## src/design/cps_pkg.sv

```systemverilog
// Shared constants, register map and field layout of the PHY config block.
// Assumes a 32-bit classic Wishbone slave with 12 address bits.
package cps_pkg;
  localparam int DATA_W    = 32;
  localparam int ADR_W     = 12;
  localparam int LANES     = 4;
  localparam int LANE_REGS = 5;
  localparam int IDX_W     = 3;

  // Common registers (byte addresses)
  localparam logic [11:0] OFS_COMP_CTRL = 12'h000;
  localparam logic [11:0] OFS_COMP_REF1 = 12'h004;
  localparam logic [11:0] OFS_COMP_STAT = 12'h008;
  localparam logic [11:0] OFS_COMP_IREF = 12'h00c;
  localparam logic [11:0] OFS_COMP_REF9 = 12'h010;
  localparam logic [11:0] OFS_COMP_REFA = 12'h014;
  localparam logic [11:0] OFS_PHY_MISCELLANEOUS_CONTROL  = 12'h018;
  localparam logic [11:0] OFS_CL_CTRL   = 12'h01c;
  localparam logic [11:0] OFS_PCS_CTRL  = 12'h020;
  // Lane window: lane n at LANE_BASE + n*OFS_LANE_STEP, group copy at GROUP
  localparam logic [3:0]  REGION_LANE   = 4'h1;
  localparam logic [3:0]  REGION_GROUP  = 4'h2;
  localparam logic [11:0] OFS_LANE_BASE = 12'h100;
  localparam logic [11:0] OFS_LANE_STEP = 12'h040;
  localparam logic [11:0] OFS_GROUP     = 12'h200;
  // Lane register indices
  localparam logic [2:0] IDX_SWING = 3'h0;
  localparam logic [2:0] IDX_COEF  = 3'h1;
  localparam logic [2:0] IDX_TRAIN = 3'h2;
  localparam logic [2:0] IDX_NSCAL = 3'h3;
  localparam logic [2:0] IDX_DCC   = 3'h4;

  // Field positions
  localparam int COMP_INIT_BIT   = 0;
  localparam int IREFGEN_BIT     = 0;
  localparam int COMP_PD_BIT     = 0;
  localparam int CL_PD_BIT       = 0;
  localparam int SUS_CLK_LSB     = 2;
  localparam int SERIAL_MODE_BIT = 4;
  localparam int KEEPER_BIT      = 0;
  localparam int DUTY_MODE_LSB   = 1;
  localparam int STAT_PROC_BIT   = 2;
  localparam int SWING_LSB       = 0;
  localparam int POST1_LSB       = 0;
  localparam int CURSOR_LSB      = 12;
  localparam int TWO_TAP_BIT     = 29;
  localparam int TRAIN_EN_BIT    = 31;
  localparam int NSCAL_LSB       = 24;

  // Values after reset
  localparam logic [31:0] RST_PHY_MISCELLANEOUS_CONTROL = 32'h0000_0001;
  localparam logic [31:0] RST_ZERO     = 32'h0000_0000;

  typedef enum logic [2:0] {
    ST_IDLE = 3'b001,
    ST_WAIT = 3'b010,
    ST_ACK  = 3'b100
  } cps_bus_st_t;

  // Byte-lane merge of a write into an old word
  function automatic logic [31:0] cps_merge(input logic [31:0] old_w,
                                            input logic [31:0] new_w,
                                            input logic [3:0]  sel);
    logic [31:0] res;
    res = old_w;
    for (int b = 0; b < 4; b++)
    begin
      if (sel[b])
        res[b*8 +: 8] = new_w[b*8 +: 8];
    end
    return res;
  endfunction : cps_merge
endpackage : cps_pkg

```

## src/design/cps_lane_if.sv

```systemverilog
// Carrier between the bus slave, the lane register store and the applier.
// Assumes all three share one clock.
`timescale 1ns/1ps
interface cps_lane_if;
  logic        wr;
  logic [3:0]  lane_mask;
  logic [2:0]  idx;
  logic [31:0] wdata;
  logic [3:0]  sel;
  logic [1:0]  rd_lane;
  logic [2:0]  rd_idx;
  logic [31:0] rd_data;

  modport ctrl  (output wr, lane_mask, idx, wdata, sel, rd_lane, rd_idx,
                 input  rd_data);
  modport store (input  wr, lane_mask, idx, wdata, sel, rd_lane, rd_idx,
                 output rd_data);
  modport snoop (input  wr, lane_mask, idx, wdata, sel);
endinterface : cps_lane_if

```

## src/design/cps_lane_mem.sv

```systemverilog
// Per-lane register store; a write may hit several lanes at once.
// Assumes read address is held for one cycle; read data is registered.
`timescale 1ns/1ps
module cps_lane_mem
  import cps_pkg::*;
#(
  parameter int NLANES = 4,
  parameter int DEPTH  = 8
)(
  input  wire logic   clk_i,
  input  wire logic   rst_n_i,
  cps_lane_if.store   bus
);
  logic [31:0] mem_reg [NLANES*DEPTH];

  always_ff @(posedge clk_i or negedge rst_n_i)
  begin
    if (!rst_n_i)
    begin
      for (int i = 0; i < NLANES*DEPTH; i++)
        mem_reg[i] <= RST_ZERO;
      bus.rd_data <= RST_ZERO;
    end
    else
    begin
      for (int l = 0; l < NLANES; l++)
      begin
        if (bus.wr && bus.lane_mask[l])
          mem_reg[l*DEPTH + int'(bus.idx)] <=
            cps_merge(mem_reg[l*DEPTH + int'(bus.idx)], bus.wdata, bus.sel);
      end
      bus.rd_data <= mem_reg[int'(bus.rd_lane)*DEPTH + int'(bus.rd_idx)];
    end
  end
endmodule : cps_lane_mem

```

## src/design/cps_tx_apply.sv

```systemverilog
// Shadows lane swing fields and applies them when training enable rises.
// Assumes the write carrier from the bus slave; outputs are flops.
`timescale 1ns/1ps
module cps_tx_apply
  import cps_pkg::*;
#(
  parameter int NLANES = 4
)(
  input  wire logic               clk_i,
  input  wire logic               rst_n_i,
  cps_lane_if.snoop               bus,
  output logic [NLANES*4-1:0]     hs_swing_o,
  output logic [NLANES*6-1:0]     cursor_o,
  output logic [NLANES*6-1:0]     post1_o,
  output logic [NLANES*7-1:0]     nscalar_o,
  output logic [NLANES-1:0]       two_tap_dis_o,
  output logic [NLANES-1:0]       apply_o
);
  logic [31:0] sh_swing_reg [NLANES];
  logic [31:0] sh_coef_reg  [NLANES];
  logic [31:0] sh_train_reg [NLANES];
  logic [31:0] sh_nscal_reg [NLANES];
  logic [31:0] train_next   [NLANES];
  logic [NLANES-1:0] rise;

  always_comb
  begin
    for (int l = 0; l < NLANES; l++)
    begin
      train_next[l] = cps_merge(sh_train_reg[l], bus.wdata, bus.sel);
      rise[l] = bus.wr && bus.lane_mask[l] && (bus.idx == IDX_TRAIN) &&
                !sh_train_reg[l][TRAIN_EN_BIT] &&
                train_next[l][TRAIN_EN_BIT];
    end
  end

  always_ff @(posedge clk_i or negedge rst_n_i)
  begin
    if (!rst_n_i)
    begin
      for (int l = 0; l < NLANES; l++)
      begin
        sh_swing_reg[l] <= RST_ZERO;
        sh_coef_reg[l]  <= RST_ZERO;
        sh_train_reg[l] <= RST_ZERO;
        sh_nscal_reg[l] <= RST_ZERO;
      end
      hs_swing_o    <= '0;
      cursor_o      <= '0;
      post1_o       <= '0;
      nscalar_o     <= '0;
      two_tap_dis_o <= '0;
      apply_o       <= '0;
    end
    else
    begin
      apply_o <= rise;
      for (int l = 0; l < NLANES; l++)
      begin
        if (bus.wr && bus.lane_mask[l])
        begin
          case (bus.idx)
            IDX_SWING: sh_swing_reg[l] <=
                         cps_merge(sh_swing_reg[l], bus.wdata, bus.sel);
            IDX_COEF:  sh_coef_reg[l]  <=
                         cps_merge(sh_coef_reg[l], bus.wdata, bus.sel);
            IDX_TRAIN: sh_train_reg[l] <= train_next[l];
            IDX_NSCAL: sh_nscal_reg[l] <=
                         cps_merge(sh_nscal_reg[l], bus.wdata, bus.sel);
            default:   sh_train_reg[l] <= sh_train_reg[l];
          endcase
        end
        // New coefficients reach the transmitter only on the enable edge
        if (rise[l]) // [RULE17]
        begin
          hs_swing_o[l*4 +: 4] <= sh_swing_reg[l][SWING_LSB +: 4];
          cursor_o[l*6 +: 6]   <= sh_coef_reg[l][CURSOR_LSB +: 6];
          post1_o[l*6 +: 6]    <= sh_coef_reg[l][POST1_LSB +: 6];
          nscalar_o[l*7 +: 7]  <= sh_nscal_reg[l][NSCAL_LSB +: 7];
          two_tap_dis_o[l]     <= train_next[l][TWO_TAP_BIT];
        end
      end
    end
  end
endmodule : cps_tx_apply

```

## src/design/cps_top.sv

```systemverilog
// Combo PHY configuration register block behind a classic Wishbone slave.
// Assumes a single clock and a master that holds its request until ACK_O.
//
// The Wishbone register port and the register addresses were left to the implementer.
`timescale 1ns/1ps

// Notes on behaviour
// [RULE1] A group-address write stores the value into all 4 lane copies.
// [RULE2] Software reads one lane, then writes merged value to group address.
// [RULE3] Compensation source is initialised before sinks or PLLs; stays up.
// [RULE4] Initialise the PHY before enabling its display or aux power.
// [RULE5] Initialisation starts by reading the init flag; set means skip.
// [RULE6] Duty-correction clock select 1, divider 00, then continuous mode.
// [RULE7] Clear compensation power-down bit, if this port has that register.
// [RULE8] Load three process-monitor references chosen by voltage and process.
// [RULE9] Only a compensation source sets the reference-current enable.
// [RULE10] Finish by setting init flag, then common-lane power-down enable.
// [RULE11] Deepest state only: set power-down, then clear init flag.
// [RULE12] First PHY keeps init state across the intermediate low-power state.
// [RULE13] Keeper enable 1 for DisplayPort types, else 0, at swing start.
// [RULE14] Load-generator select per lane depends on bit rate and lane count.
// [RULE15] Per-lane coefficient register is written per lane, never grouped.
// [RULE16] Suspend clock configuration field is set to 11 during swing setup.
// [RULE17] Training enable cleared before swing change; rise applies values.
// [RULE18] Scaling mode 010, compensation scalar 0x98, second post-cursor 0.
// [RULE19] Termination 110, three-tap disable 1, cursor program 0, polarity 0.
// [RULE20] Swing, N scalar, cursor, post-cursor, two-tap from lookup table.
// [RULE21] Serial display mode: low-power buffer swing handled in hardware.
// [RULE22] A sequencer issues writes in order, one at a time, then done.
module cps_top
  import cps_pkg::*;
#(
  parameter bit         FIRST_PHY   = 1'b1,
  parameter logic [3:0] LP_SWING    = 4'h5
)(
  input  wire logic                CLK_I,
  input  wire logic                RST_N_I,
  input  wire logic                CYC_I,
  input  wire logic                STB_I,
  input  wire logic                WE_I,
  input  wire logic [ADR_W-1:0]    ADR_I,
  input  wire logic [3:0]          SEL_I,
  input  wire logic [DATA_W-1:0]   DAT_I,
  input  wire logic [1:0]          SUPPLY_SEL_I,
  input  wire logic                PROCESS_STEP_I,
  input  wire logic                LOWPOWER_I,
  output logic [DATA_W-1:0]        DAT_O,
  output logic                     ACK_O,
  output logic                     COMP_INIT_O,
  output logic                     COMP_PWRDN_O,
  output logic                     IREFGEN_EN_O,
  output logic                     CL_PWRDN_EN_O,
  output logic [1:0]               SUS_CLK_CFG_O,
  output logic                     KEEPER_EN_O,
  output logic [1:0]               DUTY_MODE_O,
  output logic [LANES*4-1:0]       HS_SWING_O,
  output logic [LANES*6-1:0]       CURSOR_O,
  output logic [LANES*6-1:0]       POST1_O,
  output logic [LANES*7-1:0]       NSCALAR_O,
  output logic [LANES-1:0]         TWO_TAP_DIS_O,
  output logic [LANES-1:0]         COEF_APPLY_O,
  output logic [3:0]               LP_SWING_O
);
  cps_lane_if lane_bus ();

  cps_bus_st_t state_reg;
  cps_bus_st_t state_next;

  logic [31:0] comp_ctrl_reg;
  logic [31:0] comp_ref1_reg;
  logic [31:0] comp_iref_reg;
  logic [31:0] comp_ref9_reg;
  logic [31:0] comp_refa_reg;
  logic [31:0] phy_miscellaneous_control_reg;
  logic [31:0] cl_ctrl_reg;
  logic [31:0] pcs_ctrl_reg;
  logic        lowpower_reg;
  logic        is_lane_reg;

  // Address decode
  wire         req       = CYC_I && STB_I && (state_reg == ST_IDLE);
  wire [3:0]   region    = ADR_I[11:8];
  wire [2:0]   lane_idx  = ADR_I[4:2];
  wire         idx_ok    = (ADR_I[5] == 1'b0) &&
                           (lane_idx < IDX_W'(LANE_REGS)) &&
                           (ADR_I[1:0] == 2'b00);
  wire         hit_lane  = (region == REGION_LANE) && idx_ok;
  wire         hit_group = (region == REGION_GROUP) &&
                           (ADR_I[7:6] == 2'b00) && idx_ok;
  wire         hit_comp_ctrl = (ADR_I == OFS_COMP_CTRL);
  wire         hit_ref1  = (ADR_I == OFS_COMP_REF1);
  wire         hit_iref  = (ADR_I == OFS_COMP_IREF);
  wire         hit_ref9  = (ADR_I == OFS_COMP_REF9);
  wire         hit_refa  = (ADR_I == OFS_COMP_REFA);
  wire         hit_misc  = (ADR_I == OFS_PHY_MISCELLANEOUS_CONTROL);
  wire         hit_cl    = (ADR_I == OFS_CL_CTRL);
  wire         hit_pcs   = (ADR_I == OFS_PCS_CTRL);
  wire         wr        = req && WE_I;
  wire [3:0]   one_lane  = 4'h1 << ADR_I[7:6];

  // Status word: supply and process step seen by the PHY
  wire [31:0]  comp_stat = {29'h0, PROCESS_STEP_I, SUPPLY_SEL_I};

  // Leaving the intermediate low-power state drops non-first PHY state
  wire         lp_exit   = lowpower_reg && !LOWPOWER_I;
  wire         lose_init = lp_exit && !FIRST_PHY; // [RULE12]

  // Lane store and applier share the write carrier
  assign lane_bus.wr        = wr && (hit_lane || hit_group);
  assign lane_bus.lane_mask = hit_group ? 4'hf : one_lane; // [RULE1]
  assign lane_bus.idx       = lane_idx;
  assign lane_bus.wdata     = DAT_I;
  assign lane_bus.sel       = SEL_I;
  assign lane_bus.rd_lane   = ADR_I[7:6];
  assign lane_bus.rd_idx    = lane_idx;

  wire [31:0] common_rd =
      hit_comp_ctrl ? comp_ctrl_reg :
      hit_ref1      ? comp_ref1_reg :
      (ADR_I == OFS_COMP_STAT) ? comp_stat :
      hit_iref      ? comp_iref_reg :
      hit_ref9      ? comp_ref9_reg :
      hit_refa      ? comp_refa_reg :
      hit_misc      ? phy_miscellaneous_control_reg  :
      hit_cl        ? cl_ctrl_reg   :
      hit_pcs       ? pcs_ctrl_reg  : RST_ZERO;

  cps_lane_mem #(
    .NLANES (LANES),
    .DEPTH  (8)
  ) u_mem (
    .clk_i   (CLK_I),
    .rst_n_i (RST_N_I),
    .bus     (lane_bus)
  );

  cps_tx_apply #(
    .NLANES (LANES)
  ) u_apply (
    .clk_i         (CLK_I),
    .rst_n_i       (RST_N_I),
    .bus           (lane_bus),
    .hs_swing_o    (HS_SWING_O),
    .cursor_o      (CURSOR_O),
    .post1_o       (POST1_O),
    .nscalar_o     (NSCALAR_O),
    .two_tap_dis_o (TWO_TAP_DIS_O),
    .apply_o       (COEF_APPLY_O)
  );

  // Bus handshake: take, settle read data, answer, release
  always_comb
  begin
    case (state_reg)
      ST_IDLE: state_next = req ? ST_WAIT : ST_IDLE;
      ST_WAIT: state_next = ST_ACK;
      ST_ACK:  state_next = ST_IDLE;
      default: state_next = ST_IDLE;
    endcase
  end

  always_ff @(posedge CLK_I or negedge RST_N_I)
  begin
    if (!RST_N_I)
    begin
      state_reg   <= ST_IDLE;
      is_lane_reg <= 1'b0;
      ACK_O       <= 1'b0;
      DAT_O       <= RST_ZERO;
    end
    else
    begin
      state_reg <= state_next;
      ACK_O     <= (state_reg == ST_WAIT);
      if (req)
        is_lane_reg <= hit_lane;
      // Group reads have no meaning and return zero
      if (state_reg == ST_WAIT)
        DAT_O <= is_lane_reg ? lane_bus.rd_data : common_rd;
    end
  end

  // Common registers; the state loss is applied before a same-cycle write
  always_ff @(posedge CLK_I or negedge RST_N_I)
  begin
    if (!RST_N_I)
    begin
      comp_ctrl_reg <= RST_ZERO;
      comp_ref1_reg <= RST_ZERO;
      comp_iref_reg <= RST_ZERO;
      comp_ref9_reg <= RST_ZERO;
      comp_refa_reg <= RST_ZERO;
      phy_miscellaneous_control_reg  <= RST_PHY_MISCELLANEOUS_CONTROL;
      cl_ctrl_reg   <= RST_ZERO;
      pcs_ctrl_reg  <= RST_ZERO;
      lowpower_reg  <= 1'b0;
    end
    else
    begin
      lowpower_reg <= LOWPOWER_I;
      if (lose_init) // [RULE12]
      begin
        comp_ctrl_reg[COMP_INIT_BIT] <= 1'b0;
        cl_ctrl_reg[CL_PD_BIT]       <= 1'b0;
        phy_miscellaneous_control_reg[COMP_PD_BIT]    <= 1'b1;
      end
      if (wr && hit_comp_ctrl)
        comp_ctrl_reg <= cps_merge(comp_ctrl_reg, DAT_I, SEL_I);
      if (wr && hit_ref1)
        comp_ref1_reg <= cps_merge(comp_ref1_reg, DAT_I, SEL_I);
      if (wr && hit_iref)
        comp_iref_reg <= cps_merge(comp_iref_reg, DAT_I, SEL_I);
      if (wr && hit_ref9)
        comp_ref9_reg <= cps_merge(comp_ref9_reg, DAT_I, SEL_I);
      if (wr && hit_refa)
        comp_refa_reg <= cps_merge(comp_refa_reg, DAT_I, SEL_I);
      if (wr && hit_misc)
        phy_miscellaneous_control_reg  <= cps_merge(phy_miscellaneous_control_reg, DAT_I, SEL_I);
      if (wr && hit_cl)
        cl_ctrl_reg   <= cps_merge(cl_ctrl_reg, DAT_I, SEL_I);
      if (wr && hit_pcs)
        pcs_ctrl_reg  <= cps_merge(pcs_ctrl_reg, DAT_I, SEL_I);
    end
  end

  // Control outputs follow the stored fields one cycle later
  always_ff @(posedge CLK_I or negedge RST_N_I)
  begin
    if (!RST_N_I)
    begin
      COMP_INIT_O   <= 1'b0;
      COMP_PWRDN_O  <= RST_PHY_MISCELLANEOUS_CONTROL[COMP_PD_BIT];
      IREFGEN_EN_O  <= 1'b0;
      CL_PWRDN_EN_O <= 1'b0;
      SUS_CLK_CFG_O <= 2'h0;
      KEEPER_EN_O   <= 1'b0;
      DUTY_MODE_O   <= 2'h0;
      LP_SWING_O    <= 4'h0;
    end
    else
    begin
      COMP_INIT_O   <= comp_ctrl_reg[COMP_INIT_BIT];
      COMP_PWRDN_O  <= phy_miscellaneous_control_reg[COMP_PD_BIT];
      IREFGEN_EN_O  <= comp_iref_reg[IREFGEN_BIT];
      CL_PWRDN_EN_O <= cl_ctrl_reg[CL_PD_BIT];
      SUS_CLK_CFG_O <= cl_ctrl_reg[SUS_CLK_LSB +: 2];
      KEEPER_EN_O   <= pcs_ctrl_reg[KEEPER_BIT];
      DUTY_MODE_O   <= pcs_ctrl_reg[DUTY_MODE_LSB +: 2];
      // In serial mode low-power buffers get a fixed swing; programmed swing is high-speed
      LP_SWING_O    <= cl_ctrl_reg[SERIAL_MODE_BIT] ? LP_SWING : 4'h0; // [RULE21]
    end
  end
endmodule : cps_top

```

## config.mk

```make
export PLATFORM = sky130hd
export DESIGN_NAME = cps_top
export DESIGN_NICKNAME = d
export VERILOG_FILES = /design/src/design/cps_pkg.sv /design/src/design/cps_lane_if.sv /design/src/design/cps_lane_mem.sv /design/src/design/cps_tx_apply.sv /design/src/design/cps_top.sv
export SDC_FILE = /design/constraint.sdc
export NUM_CORES = 2
export LEC_CHECK = 0
export BUFFER_PORTS_ARGS = -buffer_cell sky130_fd_sc_hd__clkbuf_2
export CORE_MARGIN = 3
export CORE_UTILIZATION = 62
export CTS_CLUSTER_SIZE = 12
export DETAILED_ROUTE_END_ITERATION = 8
export GPL_ROUTABILITY_DRIVEN = 0
export GPL_TIMING_DRIVEN = 0
export PLACE_DENSITY_LB_ADDON = 0.08
export REMOVE_ABC_BUFFERS = 1
export SLEW_MARGIN = 10
export SYNTH_ARGS = -nofsm -noshare
export SYNTH_HDL_FRONTEND = slang
export SYNTH_SLANG_ARGS = --single-unit
```

## constraint.sdc

```tcl
create_clock -name CLK_I -period 3.34 [get_ports CLK_I]
set_clock_uncertainty 0.15 [all_clocks]
set_input_delay 0.167 -clock CLK_I [delete_from_list [all_inputs] [get_ports CLK_I]]
set_output_delay 0.167 -clock CLK_I [all_outputs]
set_load 0.01 [all_outputs]
```

; ---- Word-level counts from Yosys, hierarchy flattened
; Index checks and enable logic that the tools add are counted.
; W data, S select, Z words.
[word_totals]
inputBits = 57
regBits = 1601
output_inout_bits = 146
elab_cells = 349
[classes]
n_bitwise = 6
muxes = 81
n_lt_le_gt_ge = 10
add_sub_neg = 4
n_reduce_logical = 106
shifts = 1
eq_ne = 15
[op_table]
columns = operator, count
row1 = $bwmux W1024, 4
row2 = $mux W1024, 4
row3 = $bmux W32 S5, 5
row4 = $mux W32, 24
row5 = $demux W32 S5, 4
row6 = $mux W8, 36
row7 = $ge A32 B6 Y1 const B, 5
row8 = $lt A32 B1 Y1 const B, 4
row9 = $not A32 Y32, 4
row10 = $reduce_and A2 Y1, 36
row11 = $reduce_and A3 Y1, 24
row12 = $eq A12 B5 Y1 const B, 4
row13 = $logic_and A1 B1 Y1, 37
row14 = $not A3 Y32, 1
row15 = $eq A12 B4 Y1 const B, 2
row16 = $add A5 B3 Y6 const A, 2
row17 = $eq A12 B3 Y1 const B, 1
row18 = $eq A12 B6 Y1 const B, 1
row19 = $logic_not A12 Y1, 1
row20 = $eq A3 B2 Y1 const B, 3
row21 = $add A5 B3 Y6, 1
row22 = $eq A3 B1 Y1 const B, 2
row23 = $pmux W3 S2, 1
row24 = $add A4 B3 Y5 const A, 1
row25 = 12 further kinds, 16

; ---- Logic depth before layout (Yosys ltp)
[logic_depth]
ltp_word = 16
mapped_depth = 10
ltp_nobuf = 5

; ---- By module
; From an unflattened synthesis, not the netlist that was laid out.
[hier_totals]
hier_cells = 7435
hier_area_um2 = 77616.9
[modules_own_cells]
columns = module, instances, area_each_um2, seq_area_each_um2, cells_per_inst
row1 = cps_lane_mem, 1, 55375.6, 26425.3, 5754
row2 = cps_top, 1, 14335.0, 7561.0, 1204
row3 = cps_tx_apply, 1, 7906.3, 5004.8, 477

; ---- Worst setup path after synthesis
; OpenSTA, ideal clock, no wires.
[synth_timing]
kind = register -> register
startpoint = reg state_reg[0]
endpoint = reg u_apply.cursor_o[18]
required_time_ps = 3065
path_stages_with_launch = 9
setup_slack_ps = 621
period_less_slack_ps = 2719
n_path_buf = 3
t_arrival_ps = 2444
setup_time_ps = 125
cell_sequence = dfstp_2 -> nor4bb_1 -> and4_1 -> clkbuf_1 -> nand2_1 -> or3_1 -> clkbuf_1 -> clkbuf_1 -> mux2_2
[synth_between]
elab_chain_cells = 8
[synth_lines]
columns = element, line_no
row1 = from (decl), cps_top.sv:66  ; cps_bus_st_t state_reg;
row2 = from (signal assigned), cps_top.sv:173  ; state_reg <= state_next;
row3 = $eq A3 B1 Y1, cps_top.sv:81  ; wire req = CYC_I && STB_I && (state_reg == ST_IDLE);
row4 = $logic_and A1 B1 Y1, cps_top.sv:81
row5 = $logic_and A1 B1 Y1, cps_top.sv:98  ; wire wr = req && WE_I;
row6 = $logic_and A1 B1 Y1, cps_top.sv:109  ; assign lane_bus.wr = wr && (hit_lane || hit_group);
row7 = $logic_and A1 B1 Y1 (3 in series), cps_tx_apply.sv:31  ; rise[l] = bus.wr && bus.lane_mask[l] && (bus.idx == IDX_TRAIN) &&
row8 = $logic_and A1 B1 Y1, cps_tx_apply.sv:32  ; !sh_train_reg[l][TRAIN_EN_BIT] &&
row9 = "to (signal, indexed assignment)", cps_tx_apply.sv:77  ; cursor_o[l*6 +: 6] <= sh_coef_reg[l][CURSOR_LSB +: 6];
row10 = to (decl), cps_tx_apply.sv:13  ; output logic [NLANES*6-1:0] cursor_o,
; No other way between the ends.
; A chain may end at the register's enable or synchronous reset.

; ---- Worst setup path in the final report
[layout_timing]
startpoint = in ADR_I[3]
endpoint = reg u_apply.sh_nscal_reg[126] (netlist bit)
[layout_between]
elab_chain_cells = 8
word_cells_on_any_way = 11
cone_classes = 1 x order compare / 1 x eq/ne / 1 x mux / 8 x reduce/logical
[layout_lines]
columns = element, line_no
row1 = from (decl), cps_top.sv:41  ; input wire logic [ADR_W-1:0] ADR_I,
row2 = $lt A3 B3 Y1, cps_top.sv:85  ; (lane_idx < IDX_W'(LANE_REGS)) &&
row3 = $logic_and A1 B1 Y1, cps_top.sv:84  ; wire idx_ok = (ADR_I[5] == 1'b0) &&
row4 = $logic_and A1 B1 Y1, cps_top.sv:85
row5 = $logic_and A1 B1 Y1 (on tied branches), "cps_top.sv:87, cps_top.sv:89"
row6 = $logic_or A1 B1 Y1, cps_top.sv:109
row7 = $logic_and A1 B1 Y1, cps_top.sv:109
row8 = $logic_and A1 B1 Y1, cps_tx_apply.sv:60  ; if (bus.wr && bus.lane_mask[l])
row9 = $reduce_and A3 Y1 (no line) *, --
row10 = "to (signal, indexed assignment)", cps_tx_apply.sv:68  ; IDX_NSCAL: sh_nscal_reg[l] <=
row11 = to (decl), cps_tx_apply.sv:22  ; logic [31:0] sh_nscal_reg [NLANES];
; Every way passes the cells marked *; elsewhere a longest branch is shown, timed or not.

==> results.toml <==
[synth]
yosys_warnings = 0
synth-main-ff-cell = "dfrtp_1"
synth-seq-area-share_pct = 59.2
syn_inst = 5005
ys_types = 63
syn-cell-area_mm2 = 0.0659
synth-async-reset-ratio_pct = 100
synth-edff-count = 0
ys_ff_latch = 1559
syn_area_per_cell_um2 = 13.2

[detailed_routing]
drcViolationCount = 0
routed_wl_um = 175000
routedWlPerCell_um = 27.8
vias = 40300
ant_nets = 0
avgViaCountPerCell = 6.41
firstDrtPassIters = 6
drtIter0Drc = 3685

[clock_tree]
numClockSinks = 1559
cts.htree.levels = 4
clk_path_buf_depth = 3
cts_inserted_buffers = 159
cts-root-buf = "clkbuf_16"
clk_pin_slew_ps = 60
tritoncts = "built"
worstSkewPairLatency_ps = 760

[worst_setup_path]
cp.buffers_inverters = 3
r2r_end = "u_mem.mem_reg[391]$_DFFE_PN0P_"
required_ps = 3820
crit_fanout = 84
crit_type = "in -> reg"
cpLargestDelayFamily = "simple AND/OR/NAND/NOR gates"
crit_chain = "clkbuf_8, buf_16, buf_16, nand2_2, nor2_1, nand4_1, or2_2, mux2_2"
crit_top_cell = "buf_16"
slowest_stage = "nor2_1"
critPathCaptureType = "flop"
worstPathArrival_ps = 3830
path_depth = 8
rrSetupSlack_ps = 110
start_kind = "input port"
r2r-start = "state_reg[0]$_DFF_PN1_"
r2r_cells = 5
slowest_delay_ps = 640

[sta]
setup_viol = 1
max-slew-margin-rel_pct = 14.4
final_hold_viol_count = 0
rsz0062_at_grt = "true"
worst_slack_ps = -1.88
min_period_ps = 3340
worst_slew_pin_slew_ps = 1280
fin_crit_sh_pct = 100
timing.setup.tns_ps = -1.88
slew_viol_final = 0
fmax_mhz = 299

[die]
start_util_pct = 63.1
io_pins = 203
chipHeight_um = 332
rows = 118
die_w_um = 332
core_area_mm2 = 0.105
die_area_mm2 = 0.110

[run_status]
status = "complete, but fails checks"
failed_checks = "setup timing"

[min_path]
hold_path_depth = 3
hold_path.class = "in -> reg"
hp-start = "ADR_I[4]"
hold_end = "u_mem.bus.rd_data[11]$_DFF_PN0_"

[global_route]
antenna_found_initial = 4
grt_start_max_net_pins = 105
grt_usage_pct = 32.2
first_global_vias = 42500
grt-ovfl-total = 0
grt_pass1_wl_um = 268000

[cells_and_area]
final_common_cell = "dfrtp_1"
fin_nets = 4858
mostFrequentLayoutCells = "1555 x dfrtp_1, 817 x mux2_2, 428 x o21ai_0"
final_area_mm2 = 0.0737
seqCellArea_mm2 = 0.0390
drive_gt1_share_pct = 34.5
instances_no_fill = 6285
syn_to_final_growth_pct = 11.9
fillers = 7056
multi_input_area_mm2 = 0.0244
largest_reg_flops = 1024

[placed_design]
dp_hpwl_um = 106000
portBuffers = 199
place_inst = 5958
place_area_mm2 = 0.0677

[power_and_ir_drop]
pwr_density_cell_mw_per_mm2 = 525
ir_drop_mv = 0.450
leakage_nw = 35.6

[flow_run]
cap_violations = 0
==> worst max-delay path by stage <==
| stage | from | to | slack [ps] |
|---|---|---|---|
| after CTS | state_reg[0]$_DFF_PN1_ | u_mem.mem_reg[882]$_DFFE_PN0P_ | 5 |
| after global placement | RST_N_I | u_mem.mem_reg[533]$_DFFE_PN0P_ | -35720 |
| final | ADR_I[3] | u_apply.sh_nscal_reg[126]$_DFFE_PN0P_ | -2 |
| after floorplan | state_reg[0]$_DFF_PN1_ | u_apply.cursor_o[0]$_DFFE_PN0P_ | -1030 |
| after global routing | ADR_I[2] | u_mem.mem_reg[466]$_DFFE_PN0P_ | -10 |
| after detailed placement | ADR_I[3] | u_mem.mem_reg[403]$_DFFE_PN0P_ | -1050 |
==> cell usage after synthesis (32+ instances only) <==
cell | instances | share of area [%]
buf_1 | 45 | 0.26
a221oi_1 | 41 | 0.54
o21ai_0 | 428 | 3.2
mux2i_1 | 64 | 0.97
o22ai_1 | 32 | 0.30
nand2b_1 | 51 | 0.48
clkbuf_1 | 618 | 3.5
mux2_2 | 817 | 14
dfrtp_1 | 1556 | 59
buf_2 | 33 | 0.25
o32ai_1 | 38 | 0.50
nand2_1 | 405 | 2.3
nor2_1 | 161 | 0.92
mux4_2 | 256 | 8.7
a21oi_1 | 144 | 1.1
a21o_1 | 41 | 0.47
==> where the power goes <==
part           switching, mW  internal (mW)  leakage (nW)
registers              0.303           19.1          21.7
logic                   1.55          0.696          11.5
clock network           7.15           9.91          2.42
total                   9.00           29.7          35.6
==> stage by stage <==
stage	setup slack, ps	power [mW]	utilization (%)	hold WS (ps)
6_report	-1.88	38.7	70.5	30.6
3_5_place_dp	-1050	21.9	64.8	-18.7
2_1_floorplan	-1030	20.3	-	-279
5_1_grt	-12.5	39.9	70.5	29.3
4_1_cts	4.68	38.9	70.3	3.95
3_3_place_gp	-35720	21.9	63.0	210
==> logic make-up after synthesis <==
logic type / after synthesis / share of synthesized area, %
AO/OA/AOI/OAI: 808 / 7.29
AND/OR/NAND/NOR: 744 / 5.03
other: 1 / 0.00569
multiplexers: 1156 / 24.1
flip-flops: 1559 / 59.2
buffers and inverters: 737 / 4.37
==> tightest hold or removal path, stage by stage <==
cell	delay, ps
clkbuf_8	260
mux2i_1	300
a221oi_1	120
==> per-layer routing <==
layer,part of all wire (%),global-route usage [%],vias up
li1,-,-,17200
met1,42,46.2,21200
met2,46,49.5,1579
met3,7.6,6.55,343
met4,3.8,12.3,0
met5,0,0,-
==> what timing repair did <==
| action | 4_1_cts | 5_1_grt |
|---|---|---|
| resized for setup | 11 | 21 |
| pin swaps | 2 | 4 |
| hold buffers | 53 | 0 |
| endpoints found under the setup margin | 350 | 508 |
| endpoints found under the hold margin | 480 | 0 |
| setup buffers | 1 | 4 |
| cloned | 0 | 3 |
==> cell type report <==
cell class,count,share of cell area [%]
diodes,1,0.00339
clock buffers,250,6.50
clock inverters,14,0.199
inverters,32,0.163
multi-input cells,2710,33.2
flip-flops and latches,1559,52.9
well taps,1380,2.34
repair buffers,339,4.72
Power figures use the tool's default switching activity.
